File: src/hw/ssq_regs.svh
// Contract
// - Power-up turns enables on one at a time
// - Each new rail must rise before blanking ends
// - Good rail moves on to the next enable
// - Sequence delay precedes every power-up enable
// - Completion output goes high after full power-up
// - Power-down turns enables off in reverse order
// - Power-down reuses each step's sequence delay
// - No blanking or rail check during power-down
// - Completion output low after last enable off
// - Faults watched while sequencing and when powered
// - Faults: rail undervoltage or unexpected control change
// - Fault drops every enable at once, no delays
// - Fault handling ends ready for fresh power-up
// - Own fault pulls the shared fault line low
// - Peer pulling fault line low forces fault handling
`ifndef SSQ_REGS_SVH
`define SSQ_REGS_SVH

// Clock period of mclk
`define SSQ_CLK_PERIOD_NS 10

// Least glitch times and fault hold time, rounded up to whole clock cycles
`define SSQ_RAIL_RISE_NS 19900
`define SSQ_RAIL_FALL_NS 2750
`define SSQ_CTRL_GLITCH_NS 3300
`define SSQ_FAULT_GLITCH_NS 3100
`define SSQ_FAULT_HOLD_NS 10000

`define SSQ_RAIL_RISE_CYC \
    ((`SSQ_RAIL_RISE_NS + `SSQ_CLK_PERIOD_NS - 1) / `SSQ_CLK_PERIOD_NS)
`define SSQ_RAIL_FALL_CYC \
    ((`SSQ_RAIL_FALL_NS + `SSQ_CLK_PERIOD_NS - 1) / `SSQ_CLK_PERIOD_NS)
`define SSQ_CTRL_GLITCH_CYC \
    ((`SSQ_CTRL_GLITCH_NS + `SSQ_CLK_PERIOD_NS - 1) / `SSQ_CLK_PERIOD_NS)
`define SSQ_FAULT_GLITCH_CYC \
    ((`SSQ_FAULT_GLITCH_NS + `SSQ_CLK_PERIOD_NS - 1) / `SSQ_CLK_PERIOD_NS)
`define SSQ_FAULT_HOLD_CYC \
    ((`SSQ_FAULT_HOLD_NS + `SSQ_CLK_PERIOD_NS - 1) / `SSQ_CLK_PERIOD_NS)

// Reset values of the pin-facing flops
`define SSQ_RST_ENABLE 1'b0
`define SSQ_RST_DONE 1'b0
`define SSQ_RST_FAULT_OE 1'b0

`endif

File: src/hw/ssq_pkg.sv
package ssq_pkg;

    // Sequencer states
    typedef enum logic [2:0] {
        ssq_st_idle,
        ssq_st_up_delay,
        ssq_st_up_blank,
        ssq_st_up_done,
        ssq_st_dn_delay,
        ssq_st_fault_hold,
        ssq_st_fault_wait
    } ssq_state_type;

endpackage

File: src/hw/ssq_timer.sv
`timescale 1ns/1ps
// Down counter that pulses once when a loaded delay has run out
module ssq_timer #(
    parameter int DW = 24
) (
    input wire logic mclk,
    input wire logic rst,
    input wire logic load,
    input wire logic [DW-1:0] load_value,
    output logic done_pulse
);
    logic [DW-1:0] cnt_q; // Remaining cycles
    logic run_q; // Delay in progress
    logic done_q; // One-cycle expiry pulse

    // Count down after a load; a new load restarts the delay
    always_ff @(posedge mclk) begin
        if (rst) begin
            cnt_q <= '0;
            run_q <= 1'b0;
            done_q <= 1'b0;
        end else if (load) begin
            cnt_q <= load_value;
            run_q <= 1'b1;
            done_q <= 1'b0;
        end else begin
            done_q <= run_q && (cnt_q == '0);
            if (cnt_q != '0) begin
                cnt_q <= cnt_q - DW'(1);
            end else begin
                run_q <= 1'b0;
            end
        end
    end

    assign done_pulse = done_q;
endmodule // ssq_timer

File: src/hw/ssq_filter.sv
`timescale 1ns/1ps
// Glitch filter: output follows input only after it held steady
module ssq_filter #(
    parameter int RISE_CYC = 330,
    parameter int FALL_CYC = 330,
    parameter logic INIT_LEVEL = 1'b0,
    parameter int CW = 12
) (
    input wire logic mclk,
    input wire logic rst,
    input wire logic raw_in,
    output logic filt_out
);
    localparam logic [CW-1:0] RISE_LIM = CW'(RISE_CYC - 1);
    localparam logic [CW-1:0] FALL_LIM = CW'(FALL_CYC - 1);

    logic [CW-1:0] cnt_q; // Cycles the input has differed
    logic level_q; // Filtered level
    logic differs; // Input differs from filtered level
    logic [CW-1:0] limit; // Hold time for the pending edge

    assign differs = raw_in != level_q;
    assign limit = raw_in ? RISE_LIM : FALL_LIM;

    // Flip the level once the new value has held long enough
    always_ff @(posedge mclk) begin
        if (rst) begin
            cnt_q <= '0;
            level_q <= INIT_LEVEL;
        end else if (!differs) begin
            cnt_q <= '0;
        end else if (cnt_q >= limit) begin
            cnt_q <= '0;
            level_q <= raw_in;
        end else begin
            cnt_q <= cnt_q + CW'(1);
        end
    end

    assign filt_out = level_q;
endmodule // ssq_filter

File: src/hw/ssq_sequencer.sv
`timescale 1ns/1ps
`include "ssq_regs.svh"
// Supply sequencer: ordered power-up with blanking checks, reverse
// power-down, and a shared open-drain fault line for cascading.
module ssq_sequencer #(
    parameter int N_RAILS = 4,
    parameter int DW = 24,
    parameter int RAIL_RISE_CYC = `SSQ_RAIL_RISE_CYC,
    parameter int RAIL_FALL_CYC = `SSQ_RAIL_FALL_CYC,
    parameter int CTRL_GLITCH_CYC = `SSQ_CTRL_GLITCH_CYC,
    parameter int FAULT_GLITCH_CYC = `SSQ_FAULT_GLITCH_CYC,
    parameter int FAULT_HOLD_CYC = `SSQ_FAULT_HOLD_CYC
) (
    // Clock and synchronous reset
    input wire logic mclk,
    input wire logic rst,
    // Direction control: high asks for power-up, low for power-down
    input wire logic power_up_request,
    // High when the rail sits above its undervoltage threshold
    input wire logic [N_RAILS-1:0] monitored_rail_input,
    // Per-step sequence delays in cycles, step 0 in the low bits
    input wire logic [N_RAILS*DW-1:0] step_delay_cycles,
    // Blanking interval in cycles
    input wire logic [DW-1:0] blank_cycles,
    // Supply enables, bit 0 first on
    output logic [N_RAILS-1:0] supply_enable,
    // Completion level and its pull-low enable
    output logic sequence_complete_out,
    output logic sequence_complete_oe,
    // Shared fault line: wire level in, drive value and enable out
    input wire logic fault_line_in,
    output logic fault_line_out,
    output logic fault_line_oe,
    // High while fault handling runs
    output logic fault_active
);
    localparam int SW = $clog2(N_RAILS + 1);
    localparam logic [SW-1:0] STEP_ONE = SW'(1);
    localparam logic [SW-1:0] STEP_LAST = SW'(N_RAILS);
    localparam logic [DW-1:0] HOLD_CYC = DW'(FAULT_HOLD_CYC);

    // Thermometer mask: lowest n enables on
    function automatic logic [N_RAILS-1:0] therm(input logic [SW-1:0] n);
        logic [N_RAILS-1:0] m;
        m = '0;
        for (int i = 0; i < N_RAILS; i++) begin
            m[i] = (i < int'(n));
        end
        return m;
    endfunction

    // Sequence delay of a given step
    function automatic logic [DW-1:0] sel_delay(input logic [SW-1:0] idx);
        logic [DW-1:0] v;
        v = step_delay_cycles[int'(idx)*DW +: DW];
        return v;
    endfunction

    // Registered state
    ssq_pkg::ssq_state_type state_q; // Current state
    ssq_pkg::ssq_state_type state_d; // Next state
    logic [SW-1:0] step_q; // Number of enables on
    logic [SW-1:0] step_d; // Next enable count
    logic dir_prev_q; // Filtered direction of the last cycle
    logic [N_RAILS-1:0] enable_q; // Enable pins
    logic done_q; // Completion level
    logic done_oe_q; // Completion pull-low
    logic fault_oe_q; // Fault line pull-low
    logic fault_out_q; // Fault line drive value
    logic fault_act_q; // Fault handling flag

    // Filtered inputs
    logic dir_f; // Direction after glitch filter
    logic line_f; // Fault line after glitch filter, high when released
    logic [N_RAILS-1:0] rail_f; // Rails after glitch filter

    // Timer control
    logic tmr_load; // Start a delay
    logic [DW-1:0] tmr_value; // Delay to start
    logic tmr_done; // Delay ran out

    // Decoded conditions
    logic [SW-1:0] step_inc; // Step after one more enable
    logic [SW-1:0] step_dec; // Step after one less enable
    logic [SW-1:0] step_dec2; // Two less, next power-down step
    logic dir_change; // Direction moved this cycle
    logic in_up; // Power-up stepping
    logic in_rest_up; // Fully powered
    logic in_fault; // Fault handling states
    logic [N_RAILS-1:0] check_mask; // Rails that must be good now
    logic uv_fault; // Undervoltage on a checked rail
    logic cur_rail_ok; // Newest enabled rail is good
    logic blank_timeout; // Blanking ran out with rail still low
    logic ctrl_fault; // Unexpected direction change
    logic peer_fault; // Another party pulls the fault line
    logic any_fault; // Any reason to enter fault handling

    // Direction filter
    ssq_filter #(
        .RISE_CYC(CTRL_GLITCH_CYC),
        .FALL_CYC(CTRL_GLITCH_CYC),
        .INIT_LEVEL(1'b0)
    ) u_dir_filter (
        .mclk(mclk),
        .rst(rst),
        .raw_in(power_up_request),
        .filt_out(dir_f)
    );

    // Fault line filter, idles released
    ssq_filter #(
        .RISE_CYC(FAULT_GLITCH_CYC),
        .FALL_CYC(FAULT_GLITCH_CYC),
        .INIT_LEVEL(1'b1)
    ) u_line_filter (
        .mclk(mclk),
        .rst(rst),
        .raw_in(fault_line_in),
        .filt_out(line_f)
    );

    // One filter per monitored rail
    for (genvar g = 0; g < N_RAILS; g++) begin : g_rail
        ssq_filter #(
            .RISE_CYC(RAIL_RISE_CYC),
            .FALL_CYC(RAIL_FALL_CYC),
            .INIT_LEVEL(1'b0)
        ) u_rail_filter (
            .mclk(mclk),
            .rst(rst),
            .raw_in(monitored_rail_input[g]),
            .filt_out(rail_f[g])
        );
    end

    // Shared timer for sequence, blanking and fault hold delays
    ssq_timer #(
        .DW(DW)
    ) u_timer (
        .mclk(mclk),
        .rst(rst),
        .load(tmr_load),
        .load_value(tmr_value),
        .done_pulse(tmr_done)
    );

    // Step arithmetic
    assign step_inc = step_q + STEP_ONE;
    assign step_dec = step_q - STEP_ONE;
    assign step_dec2 = step_dec - STEP_ONE;

    // State decode
    assign in_up = (state_q == ssq_pkg::ssq_st_up_delay) ||
                   (state_q == ssq_pkg::ssq_st_up_blank);
    assign in_rest_up = state_q == ssq_pkg::ssq_st_up_done;
    assign in_fault = (state_q == ssq_pkg::ssq_st_fault_hold) ||
                      (state_q == ssq_pkg::ssq_st_fault_wait);
    assign dir_change = dir_f != dir_prev_q;

    // Rails proven good; the newest one is exempt while blanking
    assign check_mask = (state_q == ssq_pkg::ssq_st_up_blank) ?
                        therm(step_dec) : therm(step_q);
    // Only power-up and rest check rails, never power-down
    assign uv_fault = (in_up || in_rest_up) &&
                      (|(check_mask & ~rail_f));
    assign cur_rail_ok = rail_f[int'(step_dec)];
    assign blank_timeout = (state_q == ssq_pkg::ssq_st_up_blank) &&
                           tmr_done && !cur_rail_ok;
    // Direction may only move while idle, fully powered or in fault handling
    assign ctrl_fault = dir_change && (in_up ||
                        (state_q == ssq_pkg::ssq_st_dn_delay));
    // Line low from a peer; we never drive it outside fault handling
    assign peer_fault = !line_f && !in_fault;
    assign any_fault = uv_fault || blank_timeout || ctrl_fault ||
                       peer_fault;

    // Next state, step count and timer loads
    always_comb begin
        state_d = state_q;
        step_d = step_q;
        tmr_load = 1'b0;
        tmr_value = '0;
        unique case (state_q)
            ssq_pkg::ssq_st_idle: begin
                if (peer_fault) begin
                    state_d = ssq_pkg::ssq_st_fault_hold;
                end else if (dir_f) begin
                    // First sequence delay before the first enable
                    state_d = ssq_pkg::ssq_st_up_delay;
                    tmr_load = 1'b1;
                    tmr_value = sel_delay('0);
                end
            end
            ssq_pkg::ssq_st_up_delay: begin
                if (any_fault) begin
                    state_d = ssq_pkg::ssq_st_fault_hold;
                end else if (tmr_done) begin
                    // Turn on only the next enable, then blank
                    step_d = step_inc;
                    state_d = ssq_pkg::ssq_st_up_blank;
                    tmr_load = 1'b1;
                    tmr_value = blank_cycles;
                end
            end
            ssq_pkg::ssq_st_up_blank: begin
                if (any_fault) begin
                    state_d = ssq_pkg::ssq_st_fault_hold;
                end else if (cur_rail_ok) begin
                    if (step_q == STEP_LAST) begin
                        state_d = ssq_pkg::ssq_st_up_done;
                    end else begin
                        // Next step starts with its own delay
                        state_d = ssq_pkg::ssq_st_up_delay;
                        tmr_load = 1'b1;
                        tmr_value = sel_delay(step_q);
                    end
                end
            end
            ssq_pkg::ssq_st_up_done: begin
                if (any_fault) begin
                    state_d = ssq_pkg::ssq_st_fault_hold;
                end else if (!dir_f) begin
                    // Power-down starts with the last step's delay
                    state_d = ssq_pkg::ssq_st_dn_delay;
                    tmr_load = 1'b1;
                    tmr_value = sel_delay(step_dec);
                end
            end
            ssq_pkg::ssq_st_dn_delay: begin
                if (any_fault) begin
                    state_d = ssq_pkg::ssq_st_fault_hold;
                end else if (tmr_done) begin
                    // Drop the highest enable still on
                    step_d = step_dec;
                    if (step_q == STEP_ONE) begin
                        state_d = ssq_pkg::ssq_st_idle;
                    end else begin
                        tmr_load = 1'b1;
                        tmr_value = sel_delay(step_dec2);
                    end
                end
            end
            ssq_pkg::ssq_st_fault_hold: begin
                // Hold the fault line low for a minimum time
                if (tmr_done) begin
                    state_d = ssq_pkg::ssq_st_fault_wait;
                end
            end
            ssq_pkg::ssq_st_fault_wait: begin
                // Leave once the line is free and power-up is withdrawn
                if (line_f && !dir_f) begin
                    state_d = ssq_pkg::ssq_st_idle;
                end
            end
        endcase
        // Every fault entry clears all enables and starts the hold
        if (!in_fault && state_d == ssq_pkg::ssq_st_fault_hold) begin
            step_d = '0;
            tmr_load = 1'b1;
            tmr_value = HOLD_CYC;
        end
    end

    // State, step and direction history
    always_ff @(posedge mclk) begin
        if (rst) begin
            state_q <= ssq_pkg::ssq_st_idle;
            step_q <= '0;
            dir_prev_q <= 1'b0;
        end else begin
            state_q <= state_d;
            step_q <= step_d;
            dir_prev_q <= dir_f;
        end
    end

    // Enable pins follow the next step count, so a fault drops all
    always_ff @(posedge mclk) begin
        if (rst) begin
            enable_q <= {N_RAILS{`SSQ_RST_ENABLE}};
        end else begin
            enable_q <= therm(step_d);
        end
    end

    // Completion high from full power-up until the last enable drops
    always_ff @(posedge mclk) begin
        if (rst) begin
            done_q <= `SSQ_RST_DONE;
            done_oe_q <= !`SSQ_RST_DONE;
        end else begin
            done_q <= (state_d == ssq_pkg::ssq_st_up_done) ||
                      (state_d == ssq_pkg::ssq_st_dn_delay);
            done_oe_q <= !((state_d == ssq_pkg::ssq_st_up_done) ||
                           (state_d == ssq_pkg::ssq_st_dn_delay));
        end
    end

    // Fault line pulled low while the hold runs
    always_ff @(posedge mclk) begin
        if (rst) begin
            fault_oe_q <= `SSQ_RST_FAULT_OE;
            fault_out_q <= 1'b0;
            fault_act_q <= 1'b0;
        end else begin
            fault_oe_q <= state_d == ssq_pkg::ssq_st_fault_hold;
            fault_out_q <= 1'b0;
            fault_act_q <= (state_d == ssq_pkg::ssq_st_fault_hold) ||
                           (state_d == ssq_pkg::ssq_st_fault_wait);
        end
    end

    // Outputs straight from flops
    assign supply_enable = enable_q;
    assign sequence_complete_out = done_q;
    assign sequence_complete_oe = done_oe_q;
    assign fault_line_out = fault_out_q;
    assign fault_line_oe = fault_oe_q;
    assign fault_active = fault_act_q;
endmodule // ssq_sequencer

File: config.mk
export PLATFORM = sky130hd
export DESIGN_NAME = ssq_sequencer
export DESIGN_NICKNAME = d
export VERILOG_FILES = /design/src/hw/ssq_pkg.sv /design/src/hw/ssq_timer.sv /design/src/hw/ssq_filter.sv /design/src/hw/ssq_sequencer.sv
export VERILOG_INCLUDE_DIRS = /design/src /design/src/hw
export SDC_FILE = /design/constraint.sdc
export NUM_CORES = 1
export LEC_CHECK = 0
export BUFFER_PORTS_ARGS = -buffer_cell sky130_fd_sc_hd__buf_2
export CORE_MARGIN = 5
export CORE_UTILIZATION = 40
export DETAILED_ROUTE_END_ITERATION = 6
export GPL_TIMING_DRIVEN = 1
export PLACE_DENSITY = 0.68
export SETUP_SLACK_MARGIN = 0.5
export SLEW_MARGIN = 0
export SYNTH_ARGS = -nofsm -noshare
export SYNTH_HDL_FRONTEND = slang
export SYNTH_HIERARCHICAL = 1
export SYNTH_SLANG_ARGS = --single-unit
File: constraint.sdc
create_clock -name mclk -period 4.9 [get_ports mclk]
set_input_delay 0.98 -clock mclk [delete_from_list [all_inputs] [get_ports mclk]]
set_output_delay 0.98 -clock mclk [all_outputs]
set_load 0.005 [all_outputs]
[Word level (Yosys, flattened, before mapping)]
Index checks and enable logic that the tools add are counted.
Storage, ports and cells
  bits in registers: 119
  bits of input ports: 128
  output and inout port bits: 9
  logic and storage cells: 186
Operators by class
  add/sub/neg operators: 10
  $mul: 3
  $lt $le $gt $ge: 19
  eq/ne operators: 20
  shift operators: 3
  muxes and demuxes: 60
  bitwise operators: 8
  reduce and logical (&&, ||, !) cells: 40
Operators by type and width (number)
  two-way mux 24 bit: 15
  indexed part select 96 x 9 -> 24 bit: 3
  case mux 24 bit (5 select lines): 1
  adder 12 x 1 -> 12 bit (second input constant): 6
  two-way mux 3 bit: 18
  greater-or-equal comparator 12 bit: 4
  two-way mux 11 bit: 4
  greater-or-equal comparator 12 x 9 -> 1 bit (second input constant): 2
  logical NOT 24 bit: 1
  nonzero test 24 bit: 1
  subtractor 24 x 1 -> 24 bit (second input constant): 1
  == test 3 bit (second input constant): 7
  case mux 3 bit (7 select lines): 1
  < comparator 1 x 3 -> 1 bit (first input constant): 6
  < comparator 2 x 3 -> 1 bit (first input constant): 6
  OR reduction 3 bit: 6
  two-way mux 1 bit: 16
  multiplier 3 x 2 -> 5 bit (second input constant): 3
  AND reduction 2 bit: 6
  == test 3 x 2 -> 1 bit (second input constant): 3
  logical OR 1 bit: 9
  logical AND 1 bit: 8
  inequality test 1 bit: 7
  == test 3 x 1 -> 1 bit (second input constant): 2
  other kinds (17): 27

[Depth between registers and ports, before layout]
Gate-level depths: netlist of run 1.
  word-level depth: 15
  mapped depth: 18
  depth with buffers taken out: 10

[Cells and area by module]
Netlist of run 1, hierarchy kept.
Modules (own cells, without submodules)
  ssq_sequencer: times used 1, cells an instance 435, area each 3836.2 µm², seq. area each 280.3 µm²
  ssq_filter (g_rail[0].u_rail_filter ...): times used 4, cells an instance 78, area each 728.2 µm², seq. area each 260.2 µm²
  ssq_timer: times used 1, cells an instance 160, area each 1322.5 µm², seq. area each 520.5 µm²
  ssq_filter (u_line_filter): times used 1, cells an instance 56, area each 541.8 µm², seq. area each 260.2 µm²
  ssq_filter (u_dir_filter): times used 1, cells an instance 56, area each 535.5 µm², seq. area each 260.2 µm²

[Worst setup path after synthesis of run 1]
No wires, ideal clock.
  path type: register -> register
  start point: register step_q[1]
  end point: register u_timer.cnt_q[16]
  library setup time: 0.069 ns
  data arrival time: 3.955 ns
  data required time: 4.831 ns
  path slack: 0.876 ns
  cell stages (with the launch flop): 16
  path buffers: 5
  period minus slack after synthesis: 4.024 ns
  cell sequence: dfxtp_1 > clkbuf_1 > clkbuf_1 > buf_1 > inv_1 > ha_1 > clkbuf_1 > xor2_1 > or3_4 > a22oi_4 > nand3_1 > or3_1 > nor2_1 > nand2_1 > buf_2 > o21ai_1
On the way
  longest elaborated chain between the ends: 15
  elaborated cells on any way between the ends: 63
  those cells by class: 2 x add/sub; 3 x mul; 8 x order compare; 3 x eq/ne; 3 x shift; 34 x mux; 1 x bitwise; 9 x reduce/logical
Ends and longest elaborated chain
  from (decl): RTL line ssq_sequencer.sv:62  | logic [SW-1:0] step_q;
  from (signal assigned): RTL line ssq_sequencer.sv:272  | step_q <= step_d;
  subtractor 3 x 1 -> 3 bit: RTL line ssq_sequencer.sv:149  | assign step_dec = step_q - STEP_ONE;
  < comparator 1 x 3 -> 1 bit / < comparator 2 x 3 -> 1 bit (equally long branches): RTL line ssq_sequencer.sv:47  | m[i] = (i < int'(n));
  two-way mux 4 bit: RTL line ssq_sequencer.sv:161  | assign check_mask = (state_q == ssq_pkg::ssq_st_up_blank) ?
  bitwise AND 4 bit: RTL line ssq_sequencer.sv:165  | (|(check_mask & ~rail_f));
  OR reduction 4 bit: RTL line ssq_sequencer.sv:165
  logical AND 1 bit: RTL line ssq_sequencer.sv:164  | assign uv_fault = (in_up || in_rest_up) &&
  logical OR 1 bit (3 in a row): RTL line ssq_sequencer.sv:174  | assign any_fault = uv_fault || blank_timeout || ctrl_fault ||
  two-way mux 3 bit (on tied branches)
  case mux 3 bit (7 select lines): RTL line ssq_sequencer.sv:183  | unique case (state_q)
  == test 3 bit: RTL line ssq_sequencer.sv:257  | if (!in_fault && state_d == ssq_pkg::ssq_st_fault_hold) begin
  logical AND 1 bit: RTL line ssq_sequencer.sv:257
  two-way mux 1 bit (*): RTL line ssq_sequencer.sv:257
  net tmr_load: RTL line ssq_sequencer.sv:78  | logic tmr_load;
  two-way mux 24 bit / nonzero test 2 bit (equally long branches)
  to (signal assigned): RTL line ssq_timer.sv:23  | cnt_q <= load_value;
  to (signal assigned): RTL line ssq_timer.sv:29  | cnt_q <= cnt_q - DW'(1);
  to (decl): RTL line ssq_timer.sv:12  | logic [DW-1:0] cnt_q;
Mark *: on every way through the listed nets, which the timed path passes. The rest lies on a longest branch. The select of a mux whose other input is x is not followed.
A chain may end at the register's enable or synchronous reset.

[Worst setup path after layout of run 1]
  start point: register step_q[0]
  end point: register u_timer.cnt_q[22]
The elaborated chain is that of the path after synthesis.

==> results of run 1 <==
==> area by class of cell <==
class                   count  area, sq um  share of cell area
diodes                      3        7.507           0.0007121
clock buffers              17        425.4             0.04035
clock inverters            15        107.6             0.01021
inverters                  33        123.9             0.01175
multi-input cells         814         6366              0.6038
flip-flops and latches    118         2366              0.2244
well taps                 285        356.6             0.03382
repair buffers            148        789.5             0.07489
==> metrics by stage <==
| stage | hold slack (ns) | setup slack [ns] |
|---|---|---|
| 6_report | 0.4300 | 0.8822 |
| 5_1_grt | 0.4540 | 0.6241 |
| 4_1_cts | 0.4320 | 0.6204 |
| 3_5_place_dp | 0.4206 | 0.6214 |
| 3_3_place_gp | 0.4313 | 0.7822 |
| 2_1_floorplan | 0.4101 | 0.8759 |
==> power by group through the flow <==
stage               registers (mW)  logic, mW  clock network, mW
floorplan                     1.20       1.21                  0
global placement              1.26       1.40                  0
detailed placement            1.26       1.42                  0
CTS                           1.25       1.43               1.14
global route                  1.27       1.58               1.19
finish                        1.25       1.43               1.12
==> critical path: cells and delay by family (launching register included) <==
family / cells / cell delay, ns
AOI/OAI and AO/OA: 2 / 0.56
xor gates and xnor gates: 1 / 0.22
adders and majority gates: 1 / 0.33
buffers and inverters: 1 / 0.22
DFF: 1 / 0.63
and+or+nand+nor: 5 / 1.97
==> path summary, 6_finish.rpt <==
path         depth (start not counted)                  to  slack, ns
max reg2reg                         10   u_timer/cnt_q[22]       0.88
max                                 10   u_timer/cnt_q[22]       0.88
min reg2reg                          2  u_timer/done_pulse       0.43
min                                  2  u_timer/done_pulse       0.43
==> metal layers <==
| layer | up-vias | GRT usage | wire (um) |
|---|---|---|---|
| met2 | 320 | 0.2966 | 11110 |
| met5 | - | 0 | 41 |
| met1 | 3885 | 0.2289 | 10580 |
| met4 | 6 | 0.05700 | 506 |
| met3 | 54 | 0.05103 | 1845 |
| li1 | 4023 | - | - |
==> state kept, by name (all words and copies together) (netlist names), 3 cells and up <==
| register | cells |
|---|---|
| g_rail.u_rail_filter/cnt_q | 48 |
| u_timer/cnt_q | 24 |
| u_dir_filter/cnt_q | 12 |
| u_line_filter/cnt_q | 12 |
| g_rail.u_rail_filter/filt_out | 4 |
| state_q | 3 |
| step_q | 3 |
| supply_enable | 3 |
==> logic make-up (layout without fill, tap and decap cells) <==
group,Yosys count,after routing
and+or+nand+nor,399,399
AOI/OAI and AO/OA,185,185
DFF,118,118
buffers and inverters,91,213
muxes,88,88
xor gates and xnor gates,85,85
adders and majority gates,50,50
other,3,10
==> repair_timing <==
item | 4_1_cts | 5_1_grt
hold endpoints to repair | 0 | 0
setup buffers | 0 | 1
gates resized for setup | 0 | 1
setup endpoints to repair | 0 | 21
==> layout by cell type (no fill, tap or decap), types with 11 or more instances in the layout <==
cell       count
nand3_1       59
ha_1          49
clkbuf_16     17
buf_4         11
and3_1        13
a21oi_1       28
xnor2_1       43
nor3_1        27
o21ai_1       19
mux2i_1       22
xor2_1        42
dfxtp_1      117
mux4_2        55
nand2_1       66
nand4_1       34
nor2b_1       12
mux2_2        11
o21ai_0       31
nor2_1       125
inv_1         32
buf_2        135
==> out/qor.yml, run 1 <==
grt_pass1_wl_um: 38790
synth.avg_cell_area_sq_um: 8.978
finalClockSkew_ns: 0.007361
grt_pass1_vias: 7842
synthArstFlopShare: 0
start_util: 0.4053
synth_top_area_frac: 0.2582
drc: 0
critPathKind: "register to register"
p_leak_nw: 4.105
switchingPower_mw: 1.470
dp.cells: 1397
clk-insertion-delay-late_ns: 0.42
status: "complete, no violations"
nets: 1310
layout.cells.non_filler: 1433
fin_area_sq_um: 10540
synthDistinctLibCells: 76
ant_nets: 0
powerDensity_nw_per_um2: 360.2
report.final.slew_viol_count: 0
synthXorXnorAreaFrac: 0.08137
setup_viol: 0
min_period_ns: 4.018
grt_max_degree: 51
switching_share: 0.3870
wirelength_um: 24090
synth-compound-area-share: 0.1436
rows: 55
internal_power_mw: 2.328
synth_top_flop_cell: "dfxtp_1"
max_freq_mhz: 248.9
cp_max_fo: 20
synth_cells: 1019
finalHoldViolCount: 0
fin_util: 0.4671
hp-class: "register to register"
synth_area_sq_um: 9149
dpl-instance-area_sq_um: 9978
globalplace.congestion: 0.8752
critPathRequiredTime_ns: 5.24
cts_tree: "yes"
layout-drive-gt1-share: 0.2445
dr.pass1.iters: 5
final.period_utilization: 0.8200
htreeDepth: 4
clkPwrFrac: 0.294
seqPwrFrac: 0.329
synth_most_common_cell: "nor2_1"
synthMuxAreaShare: 0.1730
p_comb_frac: 0.377
grt_setup_unrepaired: "false"
wire_per_inst_um: 16.81
timing.rr.start: "step_q[0]"
numPortBuffers: 135
synth_top_family_by_area: "simple AND/OR/NAND/NOR gates"
clk_pin_slew_ns: 0.06
synth_area_leaders: "dfxtp_1 26%, mux4_2 14%, ha_1 6.8%"
synth_edf_count: 0
drt-vias-per-instance: 5.784
irDropWorstVdd_v: 0.0002719
yosysSeqAreaShare: 0.2582
startpoint_type: "register"
clockRootBuffer: "clkbuf_16"
dpl.hpwl_um: 17240
crit_chain: "clkinv_1 -> ha_1 -> xor2_1 -> or3_4 -> a22oi_4 -> nand3_1 -> or3_1 -> nor2_1 -> nand2_1 -> o21ai_1"
yosysWarnings: 6
pin_count: 137
antenna_found_initial: 6
synthTopCellsByCount: "126 x nor2_1, 118 x dfxtp_1, 66 x nand2_1, 59 x nand3_1, 55 x mux4_2"
crit_path_max_incr_delay_ns: 0.63
critPathLaunch: "step_q[0]"
slowest_stage: "dfxtp_4"
yosys.area_share.adder: 0.06838
cts.path.max_buffers: 2
fp.dieW_um: 161.2
ctsHoldBuffers: 0
grt_usage: 0.1798
clkSinkCount: 118
cts_buffers: 17
arrival_ns: 4.35
drt_iter0_markers: 697
total_power_mw: 3.797
area_growth_pct: 15.24
yosys_register_bits: 118
grt-ovfl-total: 0
core_sq_um: 22570
worstMarginPinSlew_ns: 0.9713
tns_ns: 0
relSlewSlack: 0.3511
die-area_sq_um: 26000
synth_top_area_cell: "dfxtp_1"
route.vias.total: 8288
num-fill-cells: 2170
synth_simple_gate_area_frac: 0.2252
die_height_um: 161.2
hp-start: "u_timer/run_q"
cap_violations: 0
endpoint_kind: "register"
Note: power is estimated with default switching activity, not from simulation.
==> run 2: changes to the inputs <==
==> constraint.sdc (replaced) <==
create_clock -name mclk -period 4.2 [get_ports mclk]
set_input_delay 0.84 -clock mclk [delete_from_list [all_inputs] [get_ports mclk]]
set_output_delay 0.84 -clock mclk [all_outputs]
set_load 0.005 [all_outputs]
==> out/qor.yml, run 2 (synthesis results as in run 1) <==
ctsHoldBuffers: 0  # unchanged
cts.path.max_buffers: 2  # unchanged
holdWs_ns: 0.4319  # +0.001909 ns
core_sq_um: 22570  # unchanged
cp_max_fo: 18  # -10%
grt_pass1_vias: 8033  # +2.4%
min_path_cells: 2  # unchanged
tns_ns: 0  # unchanged
largest_reg_flops: 48  # unchanged
fp.dieW_um: 161.2  # unchanged
layout-drive-gt1-share: 0.2480  # +0.003500
die-area_sq_um: 26000  # unchanged
ant_nets: 0  # unchanged
setup_viol: 0  # unchanged
htreeDepth: 4  # unchanged
grt_max_degree: 57  # +12%
r2r-end: "u_timer/cnt_q[1]"
drt-vias-per-instance: 5.776  # -0.13%
antenna_found_initial: 4  # -2
dr.pass1.iters: 5  # unchanged
clockRootBuffer: "clkbuf_16"
pin_count: 137  # unchanged
layout_common_cells: "135 x buf_2, 125 x nor2_1, 117 x dfxtp_1"
max_freq_mhz: 293.0  # +18%
powerDensity_nw_per_um2: 442.9  # +23%
final_common_cell: "buf_2"
finalClockSkew_ns: 0.01185  # +0.004489 ns
highest_layer: "met5"
final.period_utilization: 0.8125  # -0.007442
area_growth_pct: 16.59
grt_setup_unrepaired: "false"
cts_setup_buffers: 0  # unchanged
grt_pass1_wl_um: 39840  # +2.7%
r2r_cells: 11  # +1
hp-class: "register to register"
report.final.slew_viol_count: 0  # unchanged
grt-ovfl-total: 0  # unchanged
startpoint_type: "register"
irDropWorstVdd_v: 0.0002970  # +9.2%
route.vias.total: 8289  # +0.012%
critPathKind: "register to register"
wl_met2_um: 11250  # +1.2%
hp-start: "u_timer/run_q"
drt_iter0_markers: 602  # -14%
nets: 1314  # +0.31%
drc: 0  # unchanged
grt_usage: 0.1826  # +0.002714
wl_met3_um: 1504  # -18%
cap_violations: 0  # unchanged
num-fill-cells: 2152  # -0.83%
wire_per_inst_um: 16.80  # about the same
start_util: 0.4053  # unchanged
clk-insertion-delay-late_ns: 0.42  # about the same
wirelength_um: 24100  # about the same
dpl.hpwl_um: 17480  # +1.4%
min_to: "u_timer/done_pulse"
clkSinkCount: 118  # unchanged
largest_registers: "g_rail.u_rail_filter/cnt_q: 48 flops, u_timer/cnt_q: 24 flops"
largest_register: "g_rail.u_rail_filter/cnt_q"
status: "complete, no violations"
ff2ff_setup_slack_ns: 0.79  # -0.09 ns
critPathRequiredTime_ns: 4.51  # -0.73 ns
relSlewSlack: 0.3571  # +0.006014
arrival_ns: 3.72  # -0.63 ns
globalplace.congestion: 0.9077  # +3.7%
cts_buffers: 17  # unchanged
rows: 55  # unchanged
endpoint_kind: "register"
cts_tree: "yes"
finalHoldViolCount: 0  # unchanged
clk_pin_slew_ns: 0.06  # about the same
die_height_um: 161.2  # unchanged
worstMarginPinSlew_ns: 0.9643  # -0.007022 ns
wirelength_met1_um: 10870  # +2.7%
timing.rr.start: "step_q[0]"
min_period_ns: 3.413  # -0.6052 ns
numPortBuffers: 135  # unchanged
timing.final.ws_setup_ns: 0.7874  # -0.09477 ns
dp_slack_ns: 0.5645  # -0.05690 ns
p_leak_nw: 4.177  # +1.8%
[run 2: worst max-delay path by stage]
stage               startpoint                 to  slack [ns]  cells past startpoint
finish               step_q[0]   u_timer/cnt_q[1]        0.79                     11
global route         step_q[0]   u_timer/cnt_q[2]        0.55                     11
global placement     step_q[0]  u_timer/cnt_q[19]        0.75                     11
floorplan            step_q[0]  u_timer/cnt_q[16]        0.54                     15
detailed placement   step_q[0]  u_timer/cnt_q[13]        0.56                     11
CTS                  step_q[0]  u_timer/cnt_q[11]        0.54                     11
[run 2: worst max-delay path: stages (launching register included)]
cell      delay [ns]
dfxtp_4         0.34
clkinv_1        0.07
buf_4           0.20
ha_2            0.39
a22oi_1         0.09
o311ai_0        0.35
or3_1           0.33
nand3_1         0.23
or3_1           0.52
nor2b_1         0.26
buf_4           0.27
a22o_1          0.23
[run 2: per-layer routing]
metal | global-route usage | vias up
met5 | 0 | -
met4 | 0.06049 | 6
met3 | 0.04363 | 43
met2 | 0.2968 | 243
met1 | 0.2399 | 3968
li1 | - | 4029
[run 2: layout make-up]
cell class                      instances  area (sq um)  share of cell area
Multi-Input combinational cell        814          6374              0.5975
Sequential cell                       118          2366              0.2218
Timing Repair Buffer                  152         803.3             0.07531
Clock buffer                           20         478.0             0.04481
Tap cell                              285         356.6             0.03343
Clock inverter                         12         162.7             0.01525
Inverter                               33         123.9             0.01161
Antenna cell                            1         2.502           0.0002346
[run 2: report_power, final]
part / total, mW / switching (mW) / internal (mW)
registers: 1.42 / 0.152 / 1.27
clock network: 1.56 / 0.553 / 1.01
logic: 1.74 / 1.03 / 0.711
[run 2: timing repair]
| item | CTS | global route |
|---|---|---|
| gates resized for setup | 0 | 2 |
| hold endpoints to repair | 0 | 0 |
| endpoints found under the setup margin | 0 | 20 |
[run 2: metrics by stage]
stage                     cell area [sq um]  power [mW]  std cells    util
after floorplan                        9169       2.803       1023       -
after global placement                10020       3.117       1402  0.4437
after detailed placement              10020       3.143       1402  0.4437
after CTS                             10660       4.738       1434  0.4721
after global routing                  10670       5.019       1435  0.4726
final                                 10670       4.724       1435  0.4726
